[config.mk]
export PLATFORM = sky130hd
export DESIGN_NAME = iavg_vector_gen
export DESIGN_NICKNAME = d
export VERILOG_FILES = /design/src/rtl/iavg_vector_gen.v
export VERILOG_INCLUDE_DIRS = /design/src /design/src/rtl
export SDC_FILE = /design/constraint.sdc
export NUM_CORES = 1
export LEC_CHECK = 0
export BUFFER_PORTS_ARGS = -buffer_cell sky130_fd_sc_hd__buf_2
export CAP_MARGIN = 20
export CELL_PAD_IN_SITES_DETAIL_PLACEMENT = 1
export CELL_PAD_IN_SITES_GLOBAL_PLACEMENT = 2
export CORE_ASPECT_RATIO = 1.75
export CORE_MARGIN = 3
export CORE_UTILIZATION = 25
export DETAILED_ROUTE_END_ITERATION = 6
export GPL_ROUTABILITY_DRIVEN = 0
export PLACE_DENSITY = 0.83
export SYNTH_ARGS = -nofsm -noshare
export SYNTH_HDL_FRONTEND = slang
export SYNTH_SLANG_ARGS = --single-unit
[constraint.sdc]
create_clock -name clk_sys -period 1.8 [get_ports clk_sys]
set_clock_uncertainty 0.1 [all_clocks]
set_input_delay 0.36 -clock clk_sys [delete_from_list [all_inputs] [get_ports clk_sys]]
set_output_delay 0.36 -clock clk_sys [all_outputs]
set_load 0.02 [all_outputs]
[src/rtl/iavg_consts.vh]
// Constants for the interrupt acknowledge vector generator
`ifndef IAVG_CONSTS_VH
`define IAVG_CONSTS_VH
`define IAVG_CALL_OPCODE    8'hCD
`define IAVG_LEVEL_DEFAULT  3'h7
`define IAVG_ZERO2          2'h0
`define IAVG_ZERO3          3'h0
`define IAVG_ZERO8          8'h00
`define IAVG_MODE_8BIT      1'b0
`define IAVG_MODE_16BIT     1'b1
`define IAVG_INTERVAL_4     1'b1
`define IAVG_SEL_DEF        4'h1
`define IAVG_SEL_FIRST      4'h1
`define IAVG_SEL_SECOND     4'h2
`define IAVG_SEL_THIRD      4'h4
`define IAVG_SEL_DONE       4'h8
`define IAVG_BUS_OFF_N      8'hFF
`define IAVG_BUS_ON_N       8'h00
`endif

[src/rtl/iavg_vector_gen.v]
// Interrupt acknowledge vector byte generator, one clock domain
// Overview of operation
// - 8-bit mode: CALL opcode on pulse one
// - 8-bit mode: low address byte on pulse two
// - Interval 4: addr 7:5, level 4:2, zeros
// - Interval 8: addr 7:6, level 5:3, zeros
// - 8-bit mode: high address byte on pulse three
// - 16-bit mode: two cycles, never a CALL
// - First pulse freezes status, resolves level
// - Cascade master: slave id after pulse one, if that level has a slave
// - 16-bit mode: bus released during cycle one
// - 16-bit mode: one vector byte, cycle two
// - 16-bit mode ignores interval and address
// - Vector: type bits 7:3, level 2:0
// - Vanished request gives level seven
// - Interval select 1 means 4, 0 means 8
// - Mode bit 0 CALL, 1 type byte
`include "iavg_consts.vh"

module iavg_vector_gen (
  input  wire       clk_sys,
  input  wire       resetn,
  input  wire       irq_ack_strobe_n,   // From processor pin
  input  wire       cpu_mode_sel,       // 0 CALL sequence, 1 type byte
  input  wire       call_interval_sel,  // 1 interval 4, 0 interval 8
  input  wire [2:0] routine_addr_low,   // Programmed address bits 7:5
  input  wire [7:0] routine_addr_high,  // Programmed address bits 15:8
  input  wire [4:0] vector_type_high,   // Programmed type bits 7:3
  input  wire       req_valid,          // Resolver has a winning level
  input  wire [2:0] req_level,          // Level picked by resolver
  input  wire       cascade_master,     // This controller is master
  input  wire [7:0] slave_present,      // Slave attached per level
  output reg  [7:0] data_out,           // Byte put on the data bus
  output reg  [7:0] data_oe_n,          // Low while bus is driven
  output reg  [2:0] cascade_id,         // Slave id to cascade lines
  output reg        cascade_oe_n,       // Low while id is driven
  output reg        level_frozen,       // Pulse: level latched
  output reg  [2:0] frozen_level,       // Level of this sequence
  output wire       seq_busy            // Sequence in progress
);

  // Synchroniser for the acknowledge pin; stage one read only by two
  reg       ack_meta_reg;
  reg       ack_sync_reg;
  reg       ack_prev_reg;   // Previous synced level, for edges
  reg [3:0] sel_reg;        // One-hot byte selector
  reg [3:0] sel_next;
  reg       mode_reg;       // Mode held for the whole sequence
  reg       mode_next;
  reg [2:0] level_reg;
  reg [2:0] level_next;
  reg       master_id_reg;  // Cascade id is valid for this sequence
  reg       master_id_next;

  // One-hot byte selector states
  localparam [3:0] ST_FIRST  = `IAVG_SEL_FIRST;   // Waiting for pulse one
  localparam [3:0] ST_SECOND = `IAVG_SEL_SECOND;  // Waiting for pulse two
  localparam [3:0] ST_THIRD  = `IAVG_SEL_THIRD;   // CALL byte three next

  // Strobe edges; all three flops reset to the idle level of the pin,
  // so no false fall is seen right after reset
  wire ack_fall = ack_prev_reg & ~ack_sync_reg;
  wire ack_rise = ~ack_prev_reg & ack_sync_reg;

  // Low address byte for the two routine intervals
  function [7:0] iavg_low_byte;
    input       interval4;
    input [2:0] addr;
    input [2:0] lvl;
    begin
      if (interval4 == `IAVG_INTERVAL_4) begin
        iavg_low_byte = {addr, lvl, `IAVG_ZERO2};
      end else begin
        iavg_low_byte = {addr[2:1], lvl, `IAVG_ZERO3};
      end
    end
  endfunction

  assign seq_busy = (sel_reg != ST_FIRST);

  // Two-stage synchroniser; pin idles high so reset to one
  always @(posedge clk_sys or negedge resetn) begin
    if (!resetn) begin
      ack_meta_reg <= 1'b1;
      ack_sync_reg <= 1'b1;
      ack_prev_reg <= 1'b1;
    end else begin
      ack_meta_reg <= irq_ack_strobe_n;
      ack_sync_reg <= ack_meta_reg;
      ack_prev_reg <= ack_sync_reg;
    end
  end

  // Selector advances on each pulse's rising edge; the fall of pulse
  // one freezes mode and level, so a resolver change in mid-sequence
  // cannot split one vector across two levels
  always @* begin
    sel_next       = sel_reg;
    mode_next      = mode_reg;
    level_next     = level_reg;
    master_id_next = master_id_reg;
    case (sel_reg)
      ST_FIRST: begin
        if (ack_fall) begin
          // Freeze mode and level for the sequence
          mode_next = cpu_mode_sel;
          if (req_valid) begin
            level_next = req_level;
          end else begin
            // Request gone before pulse one: fall back to seven
            level_next = `IAVG_LEVEL_DEFAULT;
          end
        end
        if (ack_rise) begin
          sel_next = ST_SECOND;
          // Master with a slave on this level presents id once pulse one ends
          master_id_next = cascade_master & slave_present[level_reg];
        end
      end
      ST_SECOND: begin
        if (ack_rise) begin
          // 16-bit mode ends after two cycles
          if (mode_reg == `IAVG_MODE_16BIT) begin
            sel_next       = ST_FIRST;
            master_id_next = 1'b0;
          end else begin
            sel_next = ST_THIRD;
          end
        end
      end
      ST_THIRD: begin
        if (ack_rise) begin
          // Third pulse closes the CALL sequence
          sel_next       = ST_FIRST;
          master_id_next = 1'b0;
        end
      end
      default: begin
        // Stray selector code: recover to the first position
        sel_next       = `IAVG_SEL_DEF;
        master_id_next = 1'b0;
      end
    endcase
  end

  // Sequence state registers
  always @(posedge clk_sys or negedge resetn) begin
    if (!resetn) begin
      sel_reg       <= `IAVG_SEL_DEF;
      mode_reg      <= `IAVG_MODE_8BIT;
      level_reg     <= `IAVG_LEVEL_DEFAULT;
      master_id_reg <= 1'b0;
    end else begin
      sel_reg       <= sel_next;
      mode_reg      <= mode_next;
      level_reg     <= level_next;
      master_id_reg <= master_id_next;
    end
  end

  // Data bus drive: registered, only while a byte pulse is low
  always @(posedge clk_sys or negedge resetn) begin
    if (!resetn) begin
      data_out  <= `IAVG_ZERO8;
      data_oe_n <= `IAVG_BUS_OFF_N;
    end else if (ack_sync_reg) begin
      // Strobe high: bus released
      data_out  <= `IAVG_ZERO8;
      data_oe_n <= `IAVG_BUS_OFF_N;
    end else begin
      data_oe_n <= `IAVG_BUS_ON_N;
      case (sel_reg)
        ST_FIRST: begin
          // Mode as frozen; on the freezing edge the new value itself
          if (mode_next == `IAVG_MODE_16BIT) begin
            // No data in first cycle, never a CALL
            data_out  <= `IAVG_ZERO8;
            data_oe_n <= `IAVG_BUS_OFF_N;
          end else begin
            data_out <= `IAVG_CALL_OPCODE;
          end
        end
        ST_SECOND: begin
          if (mode_reg == `IAVG_MODE_16BIT) begin
            // Type byte; interval and address unused
            data_out <= {vector_type_high, level_reg};
          end else begin
            data_out <= iavg_low_byte(call_interval_sel,
                                      routine_addr_low,
                                      level_reg);
          end
        end
        ST_THIRD: begin
          data_out <= routine_addr_high;
        end
        default: begin
          data_out  <= `IAVG_ZERO8;
          data_oe_n <= `IAVG_BUS_OFF_N;
        end
      endcase
    end
  end

  // Cascade id and freeze report outputs; the id is cleared with the
  // last pulse so a master never leaves stale lines driven
  always @(posedge clk_sys or negedge resetn) begin
    if (!resetn) begin
      cascade_id   <= `IAVG_ZERO3;
      cascade_oe_n <= 1'b1;
      level_frozen <= 1'b0;
      frozen_level <= `IAVG_LEVEL_DEFAULT;
    end else begin
      cascade_id   <= master_id_next ? level_next : `IAVG_ZERO3;
      cascade_oe_n <= ~master_id_next;
      level_frozen <= (sel_reg == ST_FIRST) & ack_fall;
      frozen_level <= level_next;
    end
  end

endmodule

==> results of run 1 <==
[synth_stat cells]
master	n
dfrtp_1	16
a21oi_1	10
nand2_1	10
dfstp_2	9
mux2i_1	9
buf_4	8
nor2_1	6
nor2b_1	6
a22oi_1	4
a32oi_1	4
clkbuf_1	4
a221oi_2	3
a31oi_1	3
mux2_2	3
o21ai_0	3
buf_2	2
inv_1	2
nand2b_1	2
nand3b_1	2
nor3b_4	2
a211oi_1	1
and2_1	1
and3_1	1
inv_2	1
mux2_1	1
nand3_4	1
nand4_2	1
nand4b_1	1
o21bai_1	1
o21bai_2	1
o22a_1	1
o31ai_1	1
xnor2_1	1
[final cells by class]
| class | count | area [sq um] |
|---|---|---|
| inverter | 3 | 11.3 |
| fill | 601 | 3320 |
| clock inverter | 1 | 5.00 |
| sequential | 25 | 637 |
| tap | 54 | 67.6 |
| timing repair buffer | 68 | 378 |
| multi-input combinational | 79 | 599 |
| clock buffer | 3 | 41.3 |
[kinds of logic (layout without fill, tap and decap cells)]
group / count (synthesis) / after routing / synth area share, %
AND/OR/NAND/NOR: 33 / 33 / 16.1
AO/OA/AOI/OAI: 32 / 32 / 17.8
multiplexers: 13 / 13 / 10.2
XOR/XNOR: 1 / 1 / 0.660
buffers and inverters: 17 / 75 / 7.26
flip-flops: 25 / 25 / 48.0
[critical path: stages (launching register included)]
cell and delay [ns]:
dfstp_2 0.54, nor3b_4 0.20, buf_6 0.13, inv_2 0.03, buf_6 0.12
[where the power goes]
group / switching (W) / leakage, nW / total [W] / internal (W)
clock network: 0.000181 / 0.0255 / 0.000336 / 0.000155
registers: 0.0000728 / 0.311 / 0.000718 / 0.000645
logic: 0.000307 / 0.496 / 0.000529 / 0.000222
total: 0.000561 / 0.832 / 0.00158 / 0.00102
[per-stage QoR]
stage	utilization, %	hold slack, ns	total power, W
2_1_floorplan	-	-0.0356	0.00108
3_3_place_gp	32.5	0.246	0.00123
3_5_place_dp	32.5	0.253	0.00124
4_1_cts	34.0	0.0775	0.00159
5_1_grt	34.4	0.0697	0.00169
6_report	34.4	0.0816	0.00158
[worst max-delay path by stage]
stage               endpoint  startpoint  slack, ns
2_1_floorplan  cascade_id[2]  sel_reg[0]       0.06
3_3_place_gp   cascade_id[2]  sel_reg[0]       0.13
3_5_place_dp   cascade_id[2]  sel_reg[0]       0.08
4_1_cts             seq_busy  sel_reg[0]       0.02
5_1_grt             seq_busy  sel_reg[0]     -0.004
6_report            seq_busy  sel_reg[0]       0.05
[per-layer routing]
| layer | track usage [%] | wire length (um) |
|---|---|---|
| met5 | 0 | 0 |
| met3 | 1.64 | 148 |
| met2 | 21.9 | 2030 |
| met4 | 3.51 | 38 |
| met1 | 12.9 | 1340 |
[what timing repair did]
action                                  4_1_cts  5_1_grt
hold buffers                                  1        0
hold endpoints to repair                     16        0
buffers inserted                              2        1
endpoints found under the setup margin        1        3
gates resized for setup                       1        4
==> flow_summary.json, run 1 <==
{
  "grtUsageTotal_pct": 11.7,
  "leakage_nw": 0.832,
  "fin_crit_sh_pct": 97.2,
  "antenna_cells": 0,
  "vias_per_cell": 4.90,
  "dr.pass1.iters": 2,
  "largest_reg_flops": 8,
  "fp.coreArea_sq_um": 5060,
  "startpoint_type": "register",
  "powerDensity_nw_per_um2": 910,
  "synth-seq-cells": 25,
  "yosysWarnings": 0,
  "critical_path_class": "register to output port",
  "synthTopCellsByArea": "dfrtp_1 (30%), dfstp_2 (18%), mux2i_1 (6.8%)",
  "tritoncts": "yes",
  "maxSlewHeadroom_pct": 62.9,
  "cts_max_path_buffers": 2,
  "synth_area_sq_um": 1330,
  "dp.cells": 225,
  "die_area_sq_um": 6250,
  "numPortBuffers": 58,
  "reg2reg_from": "sel_reg[0]",
  "vdd_drop_max_uv": 391,
  "synth_top_area_share_pct": 30.2,
  "final_cell_mix": "buf_2 (57), dfrtp_1 (16), nand2_1 (10), a21oi_1 (10)",
  "r2r_cells": 6,
  "place_ws_ns": 0.0811,
  "crit_required_ns": 1.34,
  "layout-drive-gt1-share_pct": 52.5,
  "via_count": 1141,
  "antenna_found_initial": 0,
  "hold_violations": 0,
  "outcome": "completed",
  "ant_nets": 0,
  "drc": 0,
  "worst_pin_slew_ns": 0.556,
  "drv_slew": 0,
  "largest-register": "data_out",
  "first_global_vias": 1214,
  "min_to": "ack_meta_reg",
  "cts_max_level": 1,
  "fmax_ghz": 0.572,
  "syn_area_per_cell_sq_um": 11.0,
  "wire_per_inst_um": 15.2,
  "hp-start": "irq_ack_strobe_n",
  "clk_latency_ns": 0.27,
  "syn-instance-count": 121,
  "setup_violations": 0,
  "final_cells": 233,
  "root_buffer": "clkbuf_8",
  "hp-class": "primary input to register",
  "dieHeight_um": 102,
  "grt_max_degree": 26,
  "overflow": 0,
  "end_kind": "output port",
  "design_area_sq_um": 1740,
  "regToRegEndpoint": "mode_reg",
  "dp_hpwl_mm": 2.78,
  "finalNetCount": 214,
  "ys_seq_area_share_pct": 48.0,
  "syn2layout_area_growth_pct": 31.0,
  "crit_arrival_ns": 1.29,
  "clk_pin_slew_ns": 0.09,
  "rrSetupSlack_ns": 0.09,
  "cts.sinks": 25,
  "placed_area_sq_um": 1650,
  "final.setup.tns_ns": 0,
  "synth_cell_types": 33,
  "yosysTopAreaCell": "dfrtp_1",
  "die_x_um": 61.1,
  "floorplan.initialDensity_pct": 26.2,
  "path_max_fanout": 2,
  "min_path_cells": 1,
  "cts_inserted_buffers": 3,
  "max_cap_violations": 0,
  "syn-num-nets": 155,
  "drt-initial-drc-count": 22,
  "fp-row-count": 34,
  "min_period_ns": 1.75,
  "layout_commonest_cell": "buf_2",
  "grt_pass1_wl_mm": 5.51,
  "pin_count": 59,
  "worst_slack_ns": 0.0503,
  "drt_wl_total_mm": 3.55
}
Power figures use the tool's default switching activity.
==> inputs of run 2 (changes only) <==
- CORE_UTILIZATION: 25 -> 26
- CTS_BUF_LIST: unset -> sky130_fd_sc_hd__clkbuf_2 sky130_fd_sc_hd__clkbuf_4 sky130_fd_sc_hd__clkbuf_8
- PLACE_DENSITY: 0.83 -> 0.86
==> flow_summary.json, run 2 (synthesis gave the netlist of run 1 again) <==
{
  "rrSetupSlack_ns": 0.12,
  "powerDensity_nw_per_um2": 912,
  "drv_slew": 0,
  "dp_hpwl_mm": 2.79,
  "hold_slack_ns": 0.0814,
  "fp.coreArea_sq_um": 4790,
  "first_global_vias": 1201,
  "fmax_ghz": 0.581,
  "grt_pass1_wl_mm": 5.54,
  "critical_path_class": "register to output port",
  "antenna_cells": 0,
  "fp-row-count": 33,
  "via_count": 1116,
  "cts_max_level": 1,
  "min_path_cells": 1,
  "syn2layout_area_growth_pct": 28.6,
  "crit_arrival_ns": 1.26,
  "maxUsedRoutingLayer": "met4",
  "vias_per_cell": 4.87,
  "vdd_drop_max_uv": 533,
  "cts.sinks": 25,
  "dr.pass1.iters": 2,
  "wl_met1_mm": 1.24,
  "max_cap_violations": 0,
  "ant_nets": 0,
  "layout-drive-gt1-share_pct": 51.4,
  "cts_inserted_buffers": 3,
  "grt_max_degree": 26,
  "drc": 0,
  "antenna_found_initial": 0,
  "finalNetCount": 212,
  "final.setup.tns_ns": 0,
  "hold_violations": 0,
  "fin_crit_sh_pct": 95.6,
  "clk_pin_slew_ns": 0.08,
  "placed_area_sq_um": 1640,
  "min_to": "ack_meta_reg",
  "die_x_um": 60.0,
  "wire_per_inst_um": 15.3,
  "crit_required_ns": 1.34,
  "power_switching_w": 0.000553,
  "wl_met2_mm": 1.98,
  "startpoint_type": "register",
  "path_max_fanout": 3,
  "largest-register": "data_out",
  "r2r_cells": 4,
  "end_kind": "output port",
  "hp-class": "primary input to register",
  "clk_latency_ns": 0.27,
  "tritoncts": "yes",
  "layout_commonest_cell": "buf_2",
  "power.share.switching_pct": 35.5,
  "worst_pin_slew_ns": 0.552,
  "p_seq_share_pct": 46.2,
  "grtUsageTotal_pct": 12.1,
  "drt-initial-drc-count": 20,
  "final_cells": 229,
  "outcome": "completed",
  "combPwrFrac_pct": 32.2,
  "wl_met3_um": 226,
  "regToRegEndpoint": "cascade_id[2]",
  "min_period_ns": 1.72,
  "die_area_sq_um": 6030,
  "overflow": 0,
  "cts_max_path_buffers": 2,
  "drt_wl_total_mm": 3.50,
  "maxSlewHeadroom_pct": 63.2,
  "root_buffer": "clkbuf_8",
  "reg2reg_from": "sel_reg[2]",
  "floorplan.initialDensity_pct": 27.7,
  "final_cell_mix": "buf_2 (58), dfrtp_1 (16), nand2_1 (10), a21oi_1 (10)",
  "largest_reg_flops": 8,
  "clock_power_share_pct": 21.6,
  "grt_setup_unrepaired": "no",
  "internal_power_w": 0.00100,
  "design_area_sq_um": 1710,
  "numPortBuffers": 58,
  "dieHeight_um": 101,
  "pin_count": 59,
  "setup_violations": 0,
  "dp.cells": 223,
  "leakage_nw": 0.819,
  "hp-start": "irq_ack_strobe_n"
}
==> run 2: area by class of cell <==
cell class | instances | area [sq um]
clock buffers | 3 | 41.3
flip-flops and latches | 25 | 637
clock inverters | 1 | 5.00
fillers | 565 | 3080
multi-input cells | 79 | 594
repair buffers | 66 | 353
inverters | 3 | 11.3
well taps | 52 | 65.1
==> run 2: worst max-delay path, cell delays in order, from the launching register on <==
cell and delay, ns:
dfstp_2 0.55, nor3b_4 0.22, inv_2 0.06, buf_2 0.16
==> run 2: per-stage QoR <==
step | power, W | setup WS (ns) | util (%)
after floorplan | 0.00108 | 0.0628 | -
after global placement | 0.00122 | 0.108 | 34.3
after detailed placement | 0.00123 | 0.0340 | 34.3
after CTS | 0.00159 | 0.0339 | 35.6
after global routing | 0.00167 | 0.00377 | 35.6
final | 0.00156 | 0.0796 | 35.6
==> run 2: how the worst max path moves through the flow <==
| stage | startpoint | end | slack, ns |
|---|---|---|---|
| after floorplan | sel_reg[0] | cascade_id[2] | 0.06 |
| after global placement | sel_reg[0] | cascade_id[2] | 0.11 |
| after detailed placement | sel_reg[0] | cascade_id[2] | 0.03 |
| after CTS | sel_reg[0] | seq_busy | 0.03 |
| after global routing | sel_reg[0] | seq_busy | 0.004 |
| final | sel_reg[0] | seq_busy | 0.08 |
==> run 2: metal layers <==
metal / GRT usage, % / vias to the layer above
li1: - / 540
met5: 0 / -
met3: 2.56 / 5
met2: 22.3 / 37
met1: 12.9 / 534
met4: 4.61 / 0
==> run 2: power groups by stage <==
stage | combinational [W] | clock, W | sequential [W]
global route | 0.000550 | 0.000383 | 0.000733
global placement | 0.000487 | 0 | 0.000736
finish | 0.000501 | 0.000337 | 0.000719
CTS | 0.000509 | 0.000359 | 0.000722
detailed placement | 0.000496 | 0 | 0.000738
floorplan | 0.000332 | 0 | 0.000746
==> run 2: repair_timing <==
item	4_1_cts	5_1_grt
resized for setup	0	1
hold buffers	1	0
setup endpoints to repair	1	1
endpoints found under the hold margin	16	0
setup buffers	1	0
==> inputs of run 3 (changes only) <==
- BUFFER_PORTS_ARGS: -buffer_cell sky130_fd_sc_hd__buf_2 -> unset
- CORE_UTILIZATION: 26 -> 35
- DONT_BUFFER_PORTS: unset -> 1
- PLACE_DENSITY: 0.86 -> 0.85
==> flow_summary.json, run 3 (synthesis gave the netlist of run 1 again) <==
{
  "cts_max_level": 1,
  "use_met3_pct": 3.77,
  "crit_cells": 3,
  "cpMaxStageDelayCell": "dfstp_2",
  "fp-row-count": 29,
  "use_met1_pct": 15.1,
  "dr.pass1.iters": 2,
  "regToRegEndpoint": "data_out[2]",
  "floorplan.initialDensity_pct": 36.6,
  "layout_commonest_cell": "dfrtp_1",
  "vdd_drop_max_uv": 484,
  "seq_area_sq_um": 637,
  "critPathMaxStageDelay_ns": 0.54,
  "fin_crit_sh_pct": 98.6,
  "root_buffer": "clkbuf_8",
  "grtUsageTotal_pct": 14.3,
  "max_cap_violations": 0,
  "fill_cells": 430,
  "dp.cells": 164,
  "endpoint": "seq_busy",
  "worst_pin_slew_ns": 0.404,
  "rrSetupSlack_ns": 0.13,
  "use_met2_pct": 25.7,
  "numPortBuffers": 0,
  "via_count": 985,
  "die_x_um": 52.6,
  "vias_per_cell": 5.66,
  "powerDensity_nw_per_um2": 1000,
  "dieHeight_um": 87.5,
  "min_period_ns": 1.78,
  "antenna_found_initial": 0,
  "drt-initial-drc-count": 17,
  "startpoint_type": "register",
  "power.share.switching_pct": 34.6,
  "wire_per_inst_um": 18.5,
  "outcome": "completed",
  "maxSlewHeadroom_pct": 73.0,
  "startpoint": "sel_reg[0]",
  "p_seq_share_pct": 50.0,
  "crit_required_ns": 1.34,
  "drt_wl_total_mm": 3.22,
  "crit_arrival_ns": 1.32,
  "combPwrFrac_pct": 28.2,
  "fmax_ghz": 0.563,
  "largest_reg_flops": 8,
  "grt_pass1_wl_mm": 4.92,
  "r2r_cells": 5,
  "pin_count": 59,
  "hp-class": "primary input to register",
  "grt.busiest_layer": "met2",
  "antenna_cells": 0,
  "final_cells": 174,
  "leakage_nw": 0.636,
  "placed_area_sq_um": 1400,
  "hold_violations": 0,
  "multi_input_comb_area_sq_um": 599,
  "ant_nets": 0,
  "syn2layout_area_growth_pct": 15.0,
  "cts_max_path_buffers": 2,
  "dp_hpwl_mm": 2.59,
  "tritoncts": "yes",
  "layout-drive-gt1-share_pct": 32.8,
  "path_delay_family": "flip-flops",
  "cts_inserted_buffers": 3,
  "largest-register": "data_out",
  "reg2reg_from": "sel_reg[0]",
  "clk_pin_slew_ns": 0.08,
  "grt_max_degree": 26,
  "setup_violations": 0,
  "path_max_fanout": 3,
  "final_cell_mix": "dfrtp_1 (16), buf_4 (12), nand2_1 (10), a21oi_1 (10)",
  "cts.sinks": 25,
  "die_area_sq_um": 4600,
  "design_area_sq_um": 1530,
  "overflow": 0,
  "finalNetCount": 163,
  "critical_path_class": "register to output port",
  "fp.coreArea_sq_um": 3630,
  "worst-path-buf-inv": 2,
  "first_global_vias": 1026,
  "clk_latency_ns": 0.26,
  "drc": 0,
  "end_kind": "output port",
  "power_switching_w": 0.000529,
  "drv_slew": 0,
  "grt_setup_unrepaired": "yes",
  "path_cells": "nor3b_4 -> buf_6 -> clkinvlp_4",
  "internal_power_w": 0.00100,
  "clock_power_share_pct": 21.8
}
==> run 3: changes by cell type in the layout (fill, tap and decap cells not counted), sizes merged <==
cell | before | now
buf | 65 | 15
inv | 3 | 2
dlygate4sd3 | 1 | 2
clkinv | 1 | 0
clkinvlp | 0 | 1
clkbuf | 3 | 4
==> run 3: worst min-delay path by stage <==
stage                               end  cells after the start         start
after floorplan           cascade_id[0]                      0        resetn
final                          mode_reg                      1  cpu_mode_sel
after global placement      data_out[7]                      0        resetn
after CTS                      mode_reg                      1  cpu_mode_sel
after detailed placement     sel_reg[1]                      0        resetn
after global routing           mode_reg                      1  cpu_mode_sel
==> run 3: cell type report <==
class	count	area share, %
tap	46	3.77
sequential	25	41.7
clock buffer	4	3.20
inverter	3	0.984
multi-input combinational	79	39.3
timing repair buffer	17	11.1
==> run 3: metal layers <==
layer | vias up | share of wire [%] | wire, um
met5 | - | 0 | 0
met4 | 0 | 2.8 | 89
met3 | 8 | 7.1 | 228
met2 | 47 | 54 | 1740
met1 | 488 | 36 | 1160
li1 | 442 | - | -
==> run 3: power by group through the flow <==
stage	sequential, W	clock [W]	combinational [W]
after floorplan	0.000746	0	0.000332
after global placement	0.000775	0	0.000374
after detailed placement	0.000782	0	0.000384
after CTS	0.000768	0.000348	0.000406
after global routing	0.000780	0.000367	0.000471
final	0.000765	0.000334	0.000432
==> run 3: what timing repair did <==
item | in CTS | in global routing
hold buffers | 2 | 0
hold endpoints to repair | 26 | 0
gates resized for setup | 0 | 3
setup endpoints to repair | 1 | 3
setup buffers | 1 | 2
==> run 3: through the flow <==
stage	power (W)	setup TNS, ns	hold slack [ns]	setup slack (ns)	util [%]
after detailed placement	0.00117	0	-0.0345	0.102	38.4
after CTS	0.00152	0	0.123	0.00930	40.6
after global placement	0.00115	0	-0.0345	0.161	38.4
after global routing	0.00162	-0.0118	0.124	-0.0118	42.1
after floorplan	0.00108	0	-0.0356	0.0628	-
final	0.00153	0	0.133	0.0249	42.1
